==> config.mk <==
export PLATFORM = sky130hd
export DESIGN_NAME = fcb_host_ctrl
export DESIGN_NICKNAME = d
export VERILOG_FILES = /design/src/design/fcb_pin_sync.v /design/src/design/fcb_host_ctrl.v
export VERILOG_INCLUDE_DIRS = /design/src /design/src/include
export SDC_FILE = /design/constraint.sdc
export NUM_CORES = 1
export LEC_CHECK = 0
export BUFFER_PORTS_ARGS = -buffer_cell sky130_fd_sc_hd__buf_4
export CAP_MARGIN = 20
export CORE_MARGIN = 1
export CORE_UTILIZATION = 50
export DETAILED_ROUTE_END_ITERATION = 8
export GPL_ROUTABILITY_DRIVEN = 0
export PLACE_DENSITY = 0.74
export SLEW_MARGIN = 30
export SYNTH_ARGS = -nofsm -noshare
export SYNTH_HDL_FRONTEND = slang
export SYNTH_SLANG_ARGS = --single-unit
==> constraint.sdc <==
create_clock -name i_mclk -period 5.84 [get_ports i_mclk]
set_input_delay 0.584 -clock i_mclk [delete_from_list [all_inputs] [get_ports i_mclk]]
set_output_delay 0.584 -clock i_mclk [all_outputs]
set_load 0.02 [all_outputs]
==> src/include/fcb_map.vh <==
`ifndef FCB_MAP_VH
`define FCB_MAP_VH
// controller register byte offsets (axi4-lite, one word each)
`define FCB_REG_CTRL 8'h00
`define FCB_REG_ADDR 8'h04
`define FCB_REG_WDATA 8'h08
`define FCB_REG_STAT 8'h0c
`define FCB_REG_RDATA 8'h10
`define FCB_REG_PINS 8'h14
// ctrl field positions
`define FCB_CTRL_GO_BIT 0
`define FCB_CTRL_OP_LSB 4
`define FCB_CTRL_OP_MSB 7
`define FCB_CTRL_PD_BIT 8
`define FCB_CTRL_VHH_BIT 9
// operation codes
`define FCB_OP_READ 4'h0
`define FCB_OP_CMD 4'h1
`define FCB_OP_TWO 4'h2
`define FCB_OP_PDOWN 4'h3
// status bits
`define FCB_ST_BUSY_BIT 0
`define FCB_ST_RDY_BIT 1
`define FCB_ST_ERR_BIT 2
// device command codes
`define FCB_CMD_READ_ARRAY 8'hff
`define FCB_CMD_READ_ID 8'h90
`define FCB_CMD_READ_STATUS 8'h70
`define FCB_CMD_CLEAR_STATUS 8'h50
`define FCB_CMD_ERASE_SETUP 8'h20
`define FCB_CMD_CONFIRM 8'hd0
`define FCB_CMD_WRITE_SETUP 8'h40
`define FCB_CMD_WRITE_ALT 8'h10
`define FCB_CMD_SUSPEND 8'hb0
`define FCB_CMD_LOCK_SETUP 8'h60
`define FCB_CMD_LOCK_BLOCK 8'h01
`define FCB_CMD_LOCK_MASTER 8'hf1
// identifier addresses
`define FCB_ID_MFR 20'h00000
`define FCB_ID_DEV 20'h00001
`define FCB_ID_BLOCK_LOCK 16'h0002
`define FCB_ID_MASTER 20'h00003
`define FCB_STATUS_RESET 8'h80
// timing, in ns and in 5 ns cycles (rounded up)
`define FCB_CLK_NS 5
`define FCB_T_PDOWN_NS 100
`define FCB_PDOWN_CYC ((`FCB_T_PDOWN_NS + `FCB_CLK_NS - 1) / `FCB_CLK_NS)
`define FCB_T_STROBE_NS 50
`define FCB_STROBE_CYC ((`FCB_T_STROBE_NS + `FCB_CLK_NS - 1) / `FCB_CLK_NS)
`define FCB_T_WAKE_NS 1000
`define FCB_WAKE_CYC ((`FCB_T_WAKE_NS + `FCB_CLK_NS - 1) / `FCB_CLK_NS)
`define FCB_T_ACCESS_NS 150
`define FCB_ACCESS_CYC ((`FCB_T_ACCESS_NS + `FCB_CLK_NS - 1) / `FCB_CLK_NS)
`endif

==> src/design/fcb_pin_sync.v <==
`timescale 1ns/1ps
`include "fcb_map.vh"
// three-stage synchroniser per bit; a change is taken once stages two and three agree
module fcb_pin_sync #(
	parameter W = 10
) (
	input wire i_mclk,
	input wire i_nrst,
	input wire i_ce,
	input wire [W-1:0] i_async,
	output wire [W-1:0] o_sync
);
	genvar g;
	generate
		for (g = 0; g < W; g = g + 1) begin : g_bit
			reg s1_ff;
			reg s2_ff;
			reg s3_ff;
			reg out_ff;
			// s1 feeds only s2, so metastability stays in one stage
			always @(posedge i_mclk) begin
				if (!i_nrst) begin
					s1_ff <= 1'b0;
					s2_ff <= 1'b0;
					s3_ff <= 1'b0;
					out_ff <= 1'b0;
				end else if (i_ce) begin
					s1_ff <= i_async[g];
					s2_ff <= s1_ff;
					s3_ff <= s2_ff;
					if (s2_ff == s3_ff)
						out_ff <= s3_ff;
				end
			end
			assign o_sync[g] = out_ff;
		end
	endgenerate
endmodule // fcb_pin_sync

==> src/design/fcb_host_ctrl.v <==
`timescale 1ns/1ps
`include "fcb_map.vh"
// Overview of operation
// - read needs select, output enable, strobe high
// - power-down pin held low 100 ns minimum on a power-down order; after reset it rises one cycle after reset ends
// - host waits wake time before commands, reads
// - erase is 20 then d0 same block
// - host never lowers output and write together
module fcb_host_ctrl #(
	parameter AW = 20,
	parameter PDOWN_CYC = `FCB_PDOWN_CYC,
	parameter STROBE_CYC = `FCB_STROBE_CYC,
	parameter WAKE_CYC = `FCB_WAKE_CYC,
	parameter ACCESS_CYC = `FCB_ACCESS_CYC
) (
	input wire i_mclk,
	input wire i_nrst,
	input wire i_ce,
	// axi4-lite slave
	input wire [7:0] i_awaddr,
	input wire i_awvalid,
	output wire o_awready,
	input wire [31:0] i_wdata,
	input wire [3:0] i_wstrb,
	input wire i_wvalid,
	output wire o_wready,
	output reg [1:0] o_bresp,
	output reg o_bvalid,
	input wire i_bready,
	input wire [7:0] i_araddr,
	input wire i_arvalid,
	output wire o_arready,
	output reg [31:0] o_rdata,
	output reg [1:0] o_rresp,
	output reg o_rvalid,
	input wire i_rready,
	// flash pins
	output reg [AW-1:0] o_addr,
	output reg o_chip_select_n,
	output reg o_output_enable_n,
	output reg o_write_strobe_n,
	output reg o_reset_powerdown_n,
	output reg o_reset_vhh,
	input wire [7:0] i_data_lines,
	output reg [7:0] o_data_lines,
	output reg o_data_lines_oe,
	input wire i_ready_busy_n
);
	localparam CW = 16;
	localparam [CW-1:0] PD_C = PDOWN_CYC[CW-1:0];
	localparam [CW-1:0] ST_C = STROBE_CYC[CW-1:0];
	localparam [CW-1:0] WK_C = WAKE_CYC[CW-1:0];
	localparam [CW-1:0] AC_C = ACCESS_CYC[CW-1:0];
	localparam [6:0] S_IDLE = 7'h01;
	localparam [6:0] S_WSET = 7'h02;
	localparam [6:0] S_WLOW = 7'h04;
	localparam [6:0] S_WREL = 7'h08;
	localparam [6:0] S_RLOW = 7'h10;
	localparam [6:0] S_PDN = 7'h20;
	localparam [6:0] S_WAKE = 7'h40;

	reg [6:0] st_ff;
	reg [CW-1:0] cnt_ff;
	reg [AW-1:0] addr_ff;
	reg [15:0] wdata_ff;
	reg [3:0] op_ff;
	reg second_ff;
	reg busy_ff;
	reg err_ff;
	reg pd_hold_ff;
	reg vhh_ff;
	reg [7:0] rdata_ff;
	reg aw_ok_ff;
	reg w_ok_ff;
	reg [7:0] awaddr_ff;
	reg [31:0] wd_ff;
	reg [3:0] wstrb_ff;
	wire [8:0] sync_out;
	wire rb_n_s;
	wire [7:0] din_s;
	wire go_wr;
	wire [7:0] cur_byte;

	// pins from the flash cross in through four flops: three sync stages and an output flop
	fcb_pin_sync #(.W(9)) u_sync (
		.i_mclk(i_mclk),
		.i_nrst(i_nrst),
		.i_ce(i_ce),
		.i_async({i_ready_busy_n, i_data_lines}),
		.o_sync(sync_out)
	);
	assign rb_n_s = sync_out[8];
	assign din_s = sync_out[7:0];

	// address and data may arrive in either order; both held until the write completes
	assign o_awready = i_ce && !aw_ok_ff && !o_bvalid;
	assign o_wready = i_ce && !w_ok_ff && !o_bvalid;
	assign o_arready = i_ce && !o_rvalid;
	assign go_wr = aw_ok_ff && w_ok_ff && !o_bvalid;
	assign cur_byte = second_ff ? wdata_ff[15:8] : wdata_ff[7:0];

	// bus write path and register file
	always @(posedge i_mclk) begin
		if (!i_nrst) begin
			aw_ok_ff <= 1'b0;
			w_ok_ff <= 1'b0;
			awaddr_ff <= 8'h00;
			wd_ff <= 32'h0000_0000;
			wstrb_ff <= 4'h0;
			o_bvalid <= 1'b0;
			o_bresp <= 2'b00;
			addr_ff <= {AW{1'b0}};
			wdata_ff <= 16'h0000;
			op_ff <= `FCB_OP_READ;
			pd_hold_ff <= 1'b0;
			vhh_ff <= 1'b0;
		end else if (i_ce) begin
			if (i_awvalid && o_awready) begin
				aw_ok_ff <= 1'b1;
				awaddr_ff <= i_awaddr;
			end
			if (i_wvalid && o_wready) begin
				w_ok_ff <= 1'b1;
				wd_ff <= i_wdata;
				wstrb_ff <= i_wstrb;
			end
			if (o_bvalid && i_bready)
				o_bvalid <= 1'b0;
			if (go_wr) begin
				aw_ok_ff <= 1'b0;
				w_ok_ff <= 1'b0;
				o_bvalid <= 1'b1;
				o_bresp <= 2'b00;
				case (awaddr_ff)
					`FCB_REG_ADDR: begin
						if (wstrb_ff[0])
							addr_ff <= wd_ff[AW-1:0];
					end
					`FCB_REG_WDATA: begin
						if (wstrb_ff[0])
							wdata_ff[7:0] <= wd_ff[7:0];
						if (wstrb_ff[1])
							wdata_ff[15:8] <= wd_ff[15:8];
					end
					`FCB_REG_CTRL: begin
						// a new order while one runs is answered slverr
						if (busy_ff && wd_ff[`FCB_CTRL_GO_BIT])
							o_bresp <= 2'b10;
						else if (wstrb_ff[0])
							op_ff <= wd_ff[`FCB_CTRL_OP_MSB:`FCB_CTRL_OP_LSB];
						if (wstrb_ff[1]) begin
							pd_hold_ff <= wd_ff[`FCB_CTRL_PD_BIT];
							vhh_ff <= wd_ff[`FCB_CTRL_VHH_BIT];
						end
					end
					`FCB_REG_STAT, `FCB_REG_RDATA, `FCB_REG_PINS: o_bresp <= 2'b00;
					default: o_bresp <= 2'b10;
				endcase
			end
		end
	end

	// bus read path
	always @(posedge i_mclk) begin
		if (!i_nrst) begin
			o_rvalid <= 1'b0;
			o_rdata <= 32'h0000_0000;
			o_rresp <= 2'b00;
		end else if (i_ce) begin
			if (o_rvalid && i_rready)
				o_rvalid <= 1'b0;
			if (i_arvalid && o_arready) begin
				o_rvalid <= 1'b1;
				o_rresp <= 2'b00;
				case (i_araddr)
					`FCB_REG_CTRL: o_rdata <= {22'h0, vhh_ff, pd_hold_ff, op_ff, 4'h0};
					`FCB_REG_ADDR: o_rdata <= {{(32-AW){1'b0}}, addr_ff};
					`FCB_REG_WDATA: o_rdata <= {16'h0000, wdata_ff};
					`FCB_REG_STAT: o_rdata <= {29'h0, err_ff, rb_n_s, busy_ff};
					`FCB_REG_RDATA: o_rdata <= {24'h000000, rdata_ff};
					`FCB_REG_PINS: o_rdata <= {31'h0, o_reset_powerdown_n};
					default: begin
						o_rdata <= 32'h0000_0000;
						o_rresp <= 2'b10;
					end
				endcase
			end
		end
	end

	// pin sequencer; strobes are held a whole strobe time each phase
	always @(posedge i_mclk) begin
		if (!i_nrst) begin
			st_ff <= S_IDLE;
			cnt_ff <= {CW{1'b0}};
			second_ff <= 1'b0;
			busy_ff <= 1'b0;
			err_ff <= 1'b0;
			rdata_ff <= 8'h00;
			o_addr <= {AW{1'b0}};
			o_chip_select_n <= 1'b1;
			o_output_enable_n <= 1'b1;
			o_write_strobe_n <= 1'b1;
			o_reset_powerdown_n <= 1'b0;
			o_reset_vhh <= 1'b0;
			o_data_lines <= 8'h00;
			o_data_lines_oe <= 1'b0;
		end else if (i_ce) begin
			o_reset_vhh <= vhh_ff;
			if (go_wr && awaddr_ff == `FCB_REG_CTRL && wd_ff[`FCB_CTRL_GO_BIT] &&
				wstrb_ff[0] && !busy_ff)
				err_ff <= 1'b0;
			case (st_ff)
				S_IDLE: begin
					o_chip_select_n <= 1'b1;
					o_output_enable_n <= 1'b1;
					o_write_strobe_n <= 1'b1;
					o_data_lines_oe <= 1'b0;
					cnt_ff <= {CW{1'b0}};
					if (!o_reset_powerdown_n) begin
						// leaving power-down or reset: wake before any cycle
						if (!pd_hold_ff) begin
							o_reset_powerdown_n <= 1'b1;
							busy_ff <= 1'b1;
							st_ff <= S_WAKE;
						end
					end else if (go_wr && awaddr_ff == `FCB_REG_CTRL &&
						wd_ff[`FCB_CTRL_GO_BIT] && wstrb_ff[0]) begin
						busy_ff <= 1'b1;
						second_ff <= 1'b0;
						o_addr <= addr_ff;
						case (wd_ff[`FCB_CTRL_OP_MSB:`FCB_CTRL_OP_LSB])
							`FCB_OP_READ: st_ff <= S_RLOW;
							`FCB_OP_CMD, `FCB_OP_TWO: st_ff <= S_WSET;
							`FCB_OP_PDOWN: begin
								o_reset_powerdown_n <= 1'b0;
								st_ff <= S_PDN;
							end
							default: begin
								busy_ff <= 1'b0;
								err_ff <= 1'b1;
							end
						endcase
					end
				end
				S_WSET: begin
					// data lines driven and output enable high on the same edge the strobe falls
					o_output_enable_n <= 1'b1;
					o_data_lines <= cur_byte;
					o_data_lines_oe <= 1'b1;
					o_chip_select_n <= 1'b0;
					o_write_strobe_n <= 1'b0;
					cnt_ff <= {CW{1'b0}};
					st_ff <= S_WLOW;
				end
				S_WLOW: begin
					cnt_ff <= cnt_ff + 1'b1;
					if (cnt_ff + 1'b1 >= ST_C) begin
						// write strobe rises first, so it alone latches the data
						o_write_strobe_n <= 1'b1;
						cnt_ff <= {CW{1'b0}};
						st_ff <= S_WREL;
					end
				end
				S_WREL: begin
					o_chip_select_n <= 1'b1;
					cnt_ff <= cnt_ff + 1'b1;
					if (cnt_ff + 1'b1 >= ST_C) begin
						o_data_lines_oe <= 1'b0;
						cnt_ff <= {CW{1'b0}};
						// two-cycle orders: erase, byte write, lock use the high byte next
						if (op_ff == `FCB_OP_TWO && !second_ff) begin
							second_ff <= 1'b1;
							st_ff <= S_WSET;
						end else begin
							busy_ff <= 1'b0;
							st_ff <= S_IDLE;
						end
					end
				end
				S_RLOW: begin
					// write strobe stays high through the read
					o_write_strobe_n <= 1'b1;
					o_data_lines_oe <= 1'b0;
					o_chip_select_n <= 1'b0;
					o_output_enable_n <= 1'b0;
					cnt_ff <= cnt_ff + 1'b1;
					// wait access time plus three sync flops
					if (cnt_ff >= AC_C + 16'd3) begin
						rdata_ff <= din_s;
						o_chip_select_n <= 1'b1;
						o_output_enable_n <= 1'b1;
						busy_ff <= 1'b0;
						st_ff <= S_IDLE;
					end
				end
				S_PDN: begin
					cnt_ff <= cnt_ff + 1'b1;
					// minimum low time, then stay down while software holds it
					if (cnt_ff + 1'b1 >= PD_C) begin
						busy_ff <= !pd_hold_ff; // no idle gap before wake, a go cannot slip in
						st_ff <= S_IDLE;
					end
				end
				S_WAKE: begin
					cnt_ff <= cnt_ff + 1'b1;
					// wake time covers both the command and the output recovery
					if (cnt_ff + 1'b1 >= WK_C && cnt_ff + 1'b1 >= AC_C) begin
						busy_ff <= 1'b0;
						st_ff <= S_IDLE;
					end
				end
				default: st_ff <= S_IDLE;
			endcase
		end
	end
endmodule // fcb_host_ctrl

==> flow_summary.toml <==
[yosys]
synth_adder_area_share = 0.00558
yosys.area.top_type_share = 0.451
yosysTopAreaCell = "dfxtp_1"
synth_edf_count = 0
ys_top_cells_by_count = "nand2_1 (213), dfxtp_1 (202), nor2_1 (142)"
netlist_instances = 1101
synth_top_family_by_area = "simple AND/OR/NAND/NOR gates"
synth_flop_cell = "dfxtp_1"
synthMuxAreaShare = 0.0807
seq_area_frac_synth = 0.451
synth_area_per_cell_um2 = 8.15
async_flop_share = 0
synth_area_leaders = "dfxtp_1 (45%), nand2_1 (8.9%), mux2i_1 (7.7%)"
yosysWarnings = 0
synthMostInstantiatedCell = "nand2_1"
netlist_area_um2 = 8970
synth_simple_gate_area_frac = 0.233
synth_compound_area_frac = 0.159
synth_cell_types = 69
synth_xor_area_frac = 0.0176
ys_seq_elements = 202

[sta]
min_period_over_period = 0.569
final_max_slew_viol_count = 0
tightestPinTransition_ns = 0.931
hold_violations = 0
max_freq_ghz = 0.301
slew_headroom = 0.378
fin_skew_ns = 0.0124
rsz0062_at_grt = "false"
fin_crit_ns = 3.32
finalSetupViolations = 0
fin_setup_tns_ns = 0

[flow_run]
max_cap_violations = 0

[clock_network]
clkSlewWorstSetupHoldPaths_ns = 0.06
insertion_delay_ns = 0.52
clockBufferDepth = 3
root_buffer = "clkbuf_16"
cts_tree = "yes"
cts_buffers = 22
cts.sinks = 202
hold_buffers = 0
htreeDepth = 1
cts-resized-gates = 0
postCtsSetupBuffers = 0

[finish]
fillers = 1621
layout-drive-gt1-share = 0.151
multi_input_area_um2 = 4520
areaGrowthSynthToFinish_pct = 16.3
seq_area_um2 = 4040
nNetsFinal = 1238
design_area_um2 = 10400
antenna_cells = 0

[global_routing]
grt_usage = 0.247
antenna_found_initial = 0
grt_max_degree = 99
gr-total-overflow = 0
grt_pass1_wl_um = 36400
grt_pass1_vias = 6986

[critical_path]
cp_max_fo = 12
endpoint_kind = "flip-flop"
crit_buf_inv = 0
worstSetupPathType = "flip-flop to flip-flop"
crit_arrival_ns = 3.77
worst_path_most_repeated_cell = "and3_1"
slowest_stage = "dfxtp_1"
crit_chain = "ha_1 > and3_1 > nand2_2 > or4_4 > and3_4 > nand4b_1 > o21a_2 > and3_1 > mux2i_1"
required_ns = 6.29
crit_path_max_incr_delay_ns = 0.55
start_kind = "flip-flop"
critPathTopFamily = "simple AND/OR/NAND/NOR gates"

[pwr]
p_leak_nw = 4.08
irDropWorstVdd_mv = 0.244
power_density_nw_per_um2 = 290

[floorplanning]
row_count = 48
start_util = 0.515
die-height_um = 136
ioPinCount = 144
die_w_um = 136
die_area_um2 = 18500
core_area_um2 = 17400

[drt]
vias_per_cell = 5.65
route.vias.total = 7921
wl_per_cell_um = 16.4
drc = 0
drtAntennaViolNets = 0
drt-initial-drc-count = 578
wirelength_um = 23000
dr.pass1.iters = 5

[hold_path]
hp-class = "primary input to flip-flop"

[placed_design]
hpwlAfterDp_um = 15600
dpl-instance-area_um2 = 9760
portBuffers = 115

[status]
run_status = "finished clean"
registers in the layout (all words and copies together) (netlist names), 4 cells and up:
name	flops
addr_ff	20
rdata_ff	8
wd_ff	20
u_sync.g_bit.out_ff	9
st_ff	7
o_rdata	20
wdata_ff	16
u_sync.g_bit.s3_ff	9
op_ff	4
u_sync.g_bit.s2_ff	9
o_data_lines	8
o_addr	20
cnt_ff	16
u_sync.g_bit.s1_ff	9
awaddr_ff	8
layout make-up:
class                      instances  area share
inverter                           5     0.00228
timing repair buffer             122      0.0887
multi-input combinational        812       0.433
sequential                       202       0.388
clock inverter                     3     0.00408
clock buffer                      32      0.0573
tap                              225      0.0270
kinds of logic (layout without fill, tap and decap cells):
group                      count (synthesis)  in the layout
and+or+nand+nor                          470            470
muxes                                     72             72
adders and majority gates                  4              4
xor gates and xnor gates                  18             18
buffers and inverters                    100            162
other                                      1             14
DFF                                      202            202
AOI/OAI and AO/OA                        234            234
report_power, final:
| group | internal [mW] | switching (mW) |
|---|---|---|
| logic | 0.116 | 0.194 |
| clock network | 0.711 | 0.540 |
| registers | 1.41 | 0.0501 |
final timing paths:
| check | endpoint | from | depth (start not counted) | slack [ns] |
|---|---|---|---|---|
| worst min register to register | addr_ff[16]$_SDFFE_PN0P_ | wd_ff[16]$_SDFFE_PN0P_ | 2 | 0.45 |
| worst max register to register | st_ff[4]$_SDFFE_PN0P_ | cnt_ff[0]$_SDFFE_PN0P_ | 9 | 2.52 |
| worst min-delay path | u_sync.g_bit[2].s1_ff$_SDFFE_PN0P_ | i_data_lines[2] | 3 | 0.30 |
| worst max-delay path | st_ff[4]$_SDFFE_PN0P_ | cnt_ff[0]$_SDFFE_PN0P_ | 9 | 2.52 |
worst min-delay path, delay by kind of cell:
family	cells	cell delay, ns
buffers and inverters	1	0.08
AND/OR/NAND/NOR	1	0.07
multiplexers	1	0.05
routing by layer:
layer  global-route usage  wire, um  vias up
li1                     -         -     3893
met1                0.348     10500     3722
met2                0.380     10100      273
met3               0.0582      2030       33
met4               0.0611       398        0
met5                    0         0        -
per-stage QoR:
stage	util	power, mW	setup slack [ns]	hold slack (ns)	std cells
final	0.599	3.02	2.52	0.302	1401
after global routing	0.599	3.13	2.33	0.303	1401
after CTS	0.597	3.04	2.58	0.295	1399
after detailed placement	0.560	1.80	2.12	0.447	1364
after global placement	0.560	1.79	2.12	0.440	1364
after floorplan	-	1.71	3.30	0.432	1114
placed cells by master, fill, tap and decap left out, types with 5 or more instances in the layout:
master and n:
nand3_1 18, mux2i_1 69, nand4b_1 6, nor4_1 7, nor2b_1 5, dfxtp_1 202
xnor2_1 8, and3_1 5, a211oi_1 12, nand4_1 11, nand2_1 213, buf_4 120
and2_1 9, clkbuf_1 9, xor2_1 10, a31oi_1 7, a22oi_1 21, nor2_1 142
a21oi_1 118, o21ai_0 29, nor3_1 26, clkbuf_16 22, conb_1 14, a21o_1 9
Power figures use the tool's default switching activity.
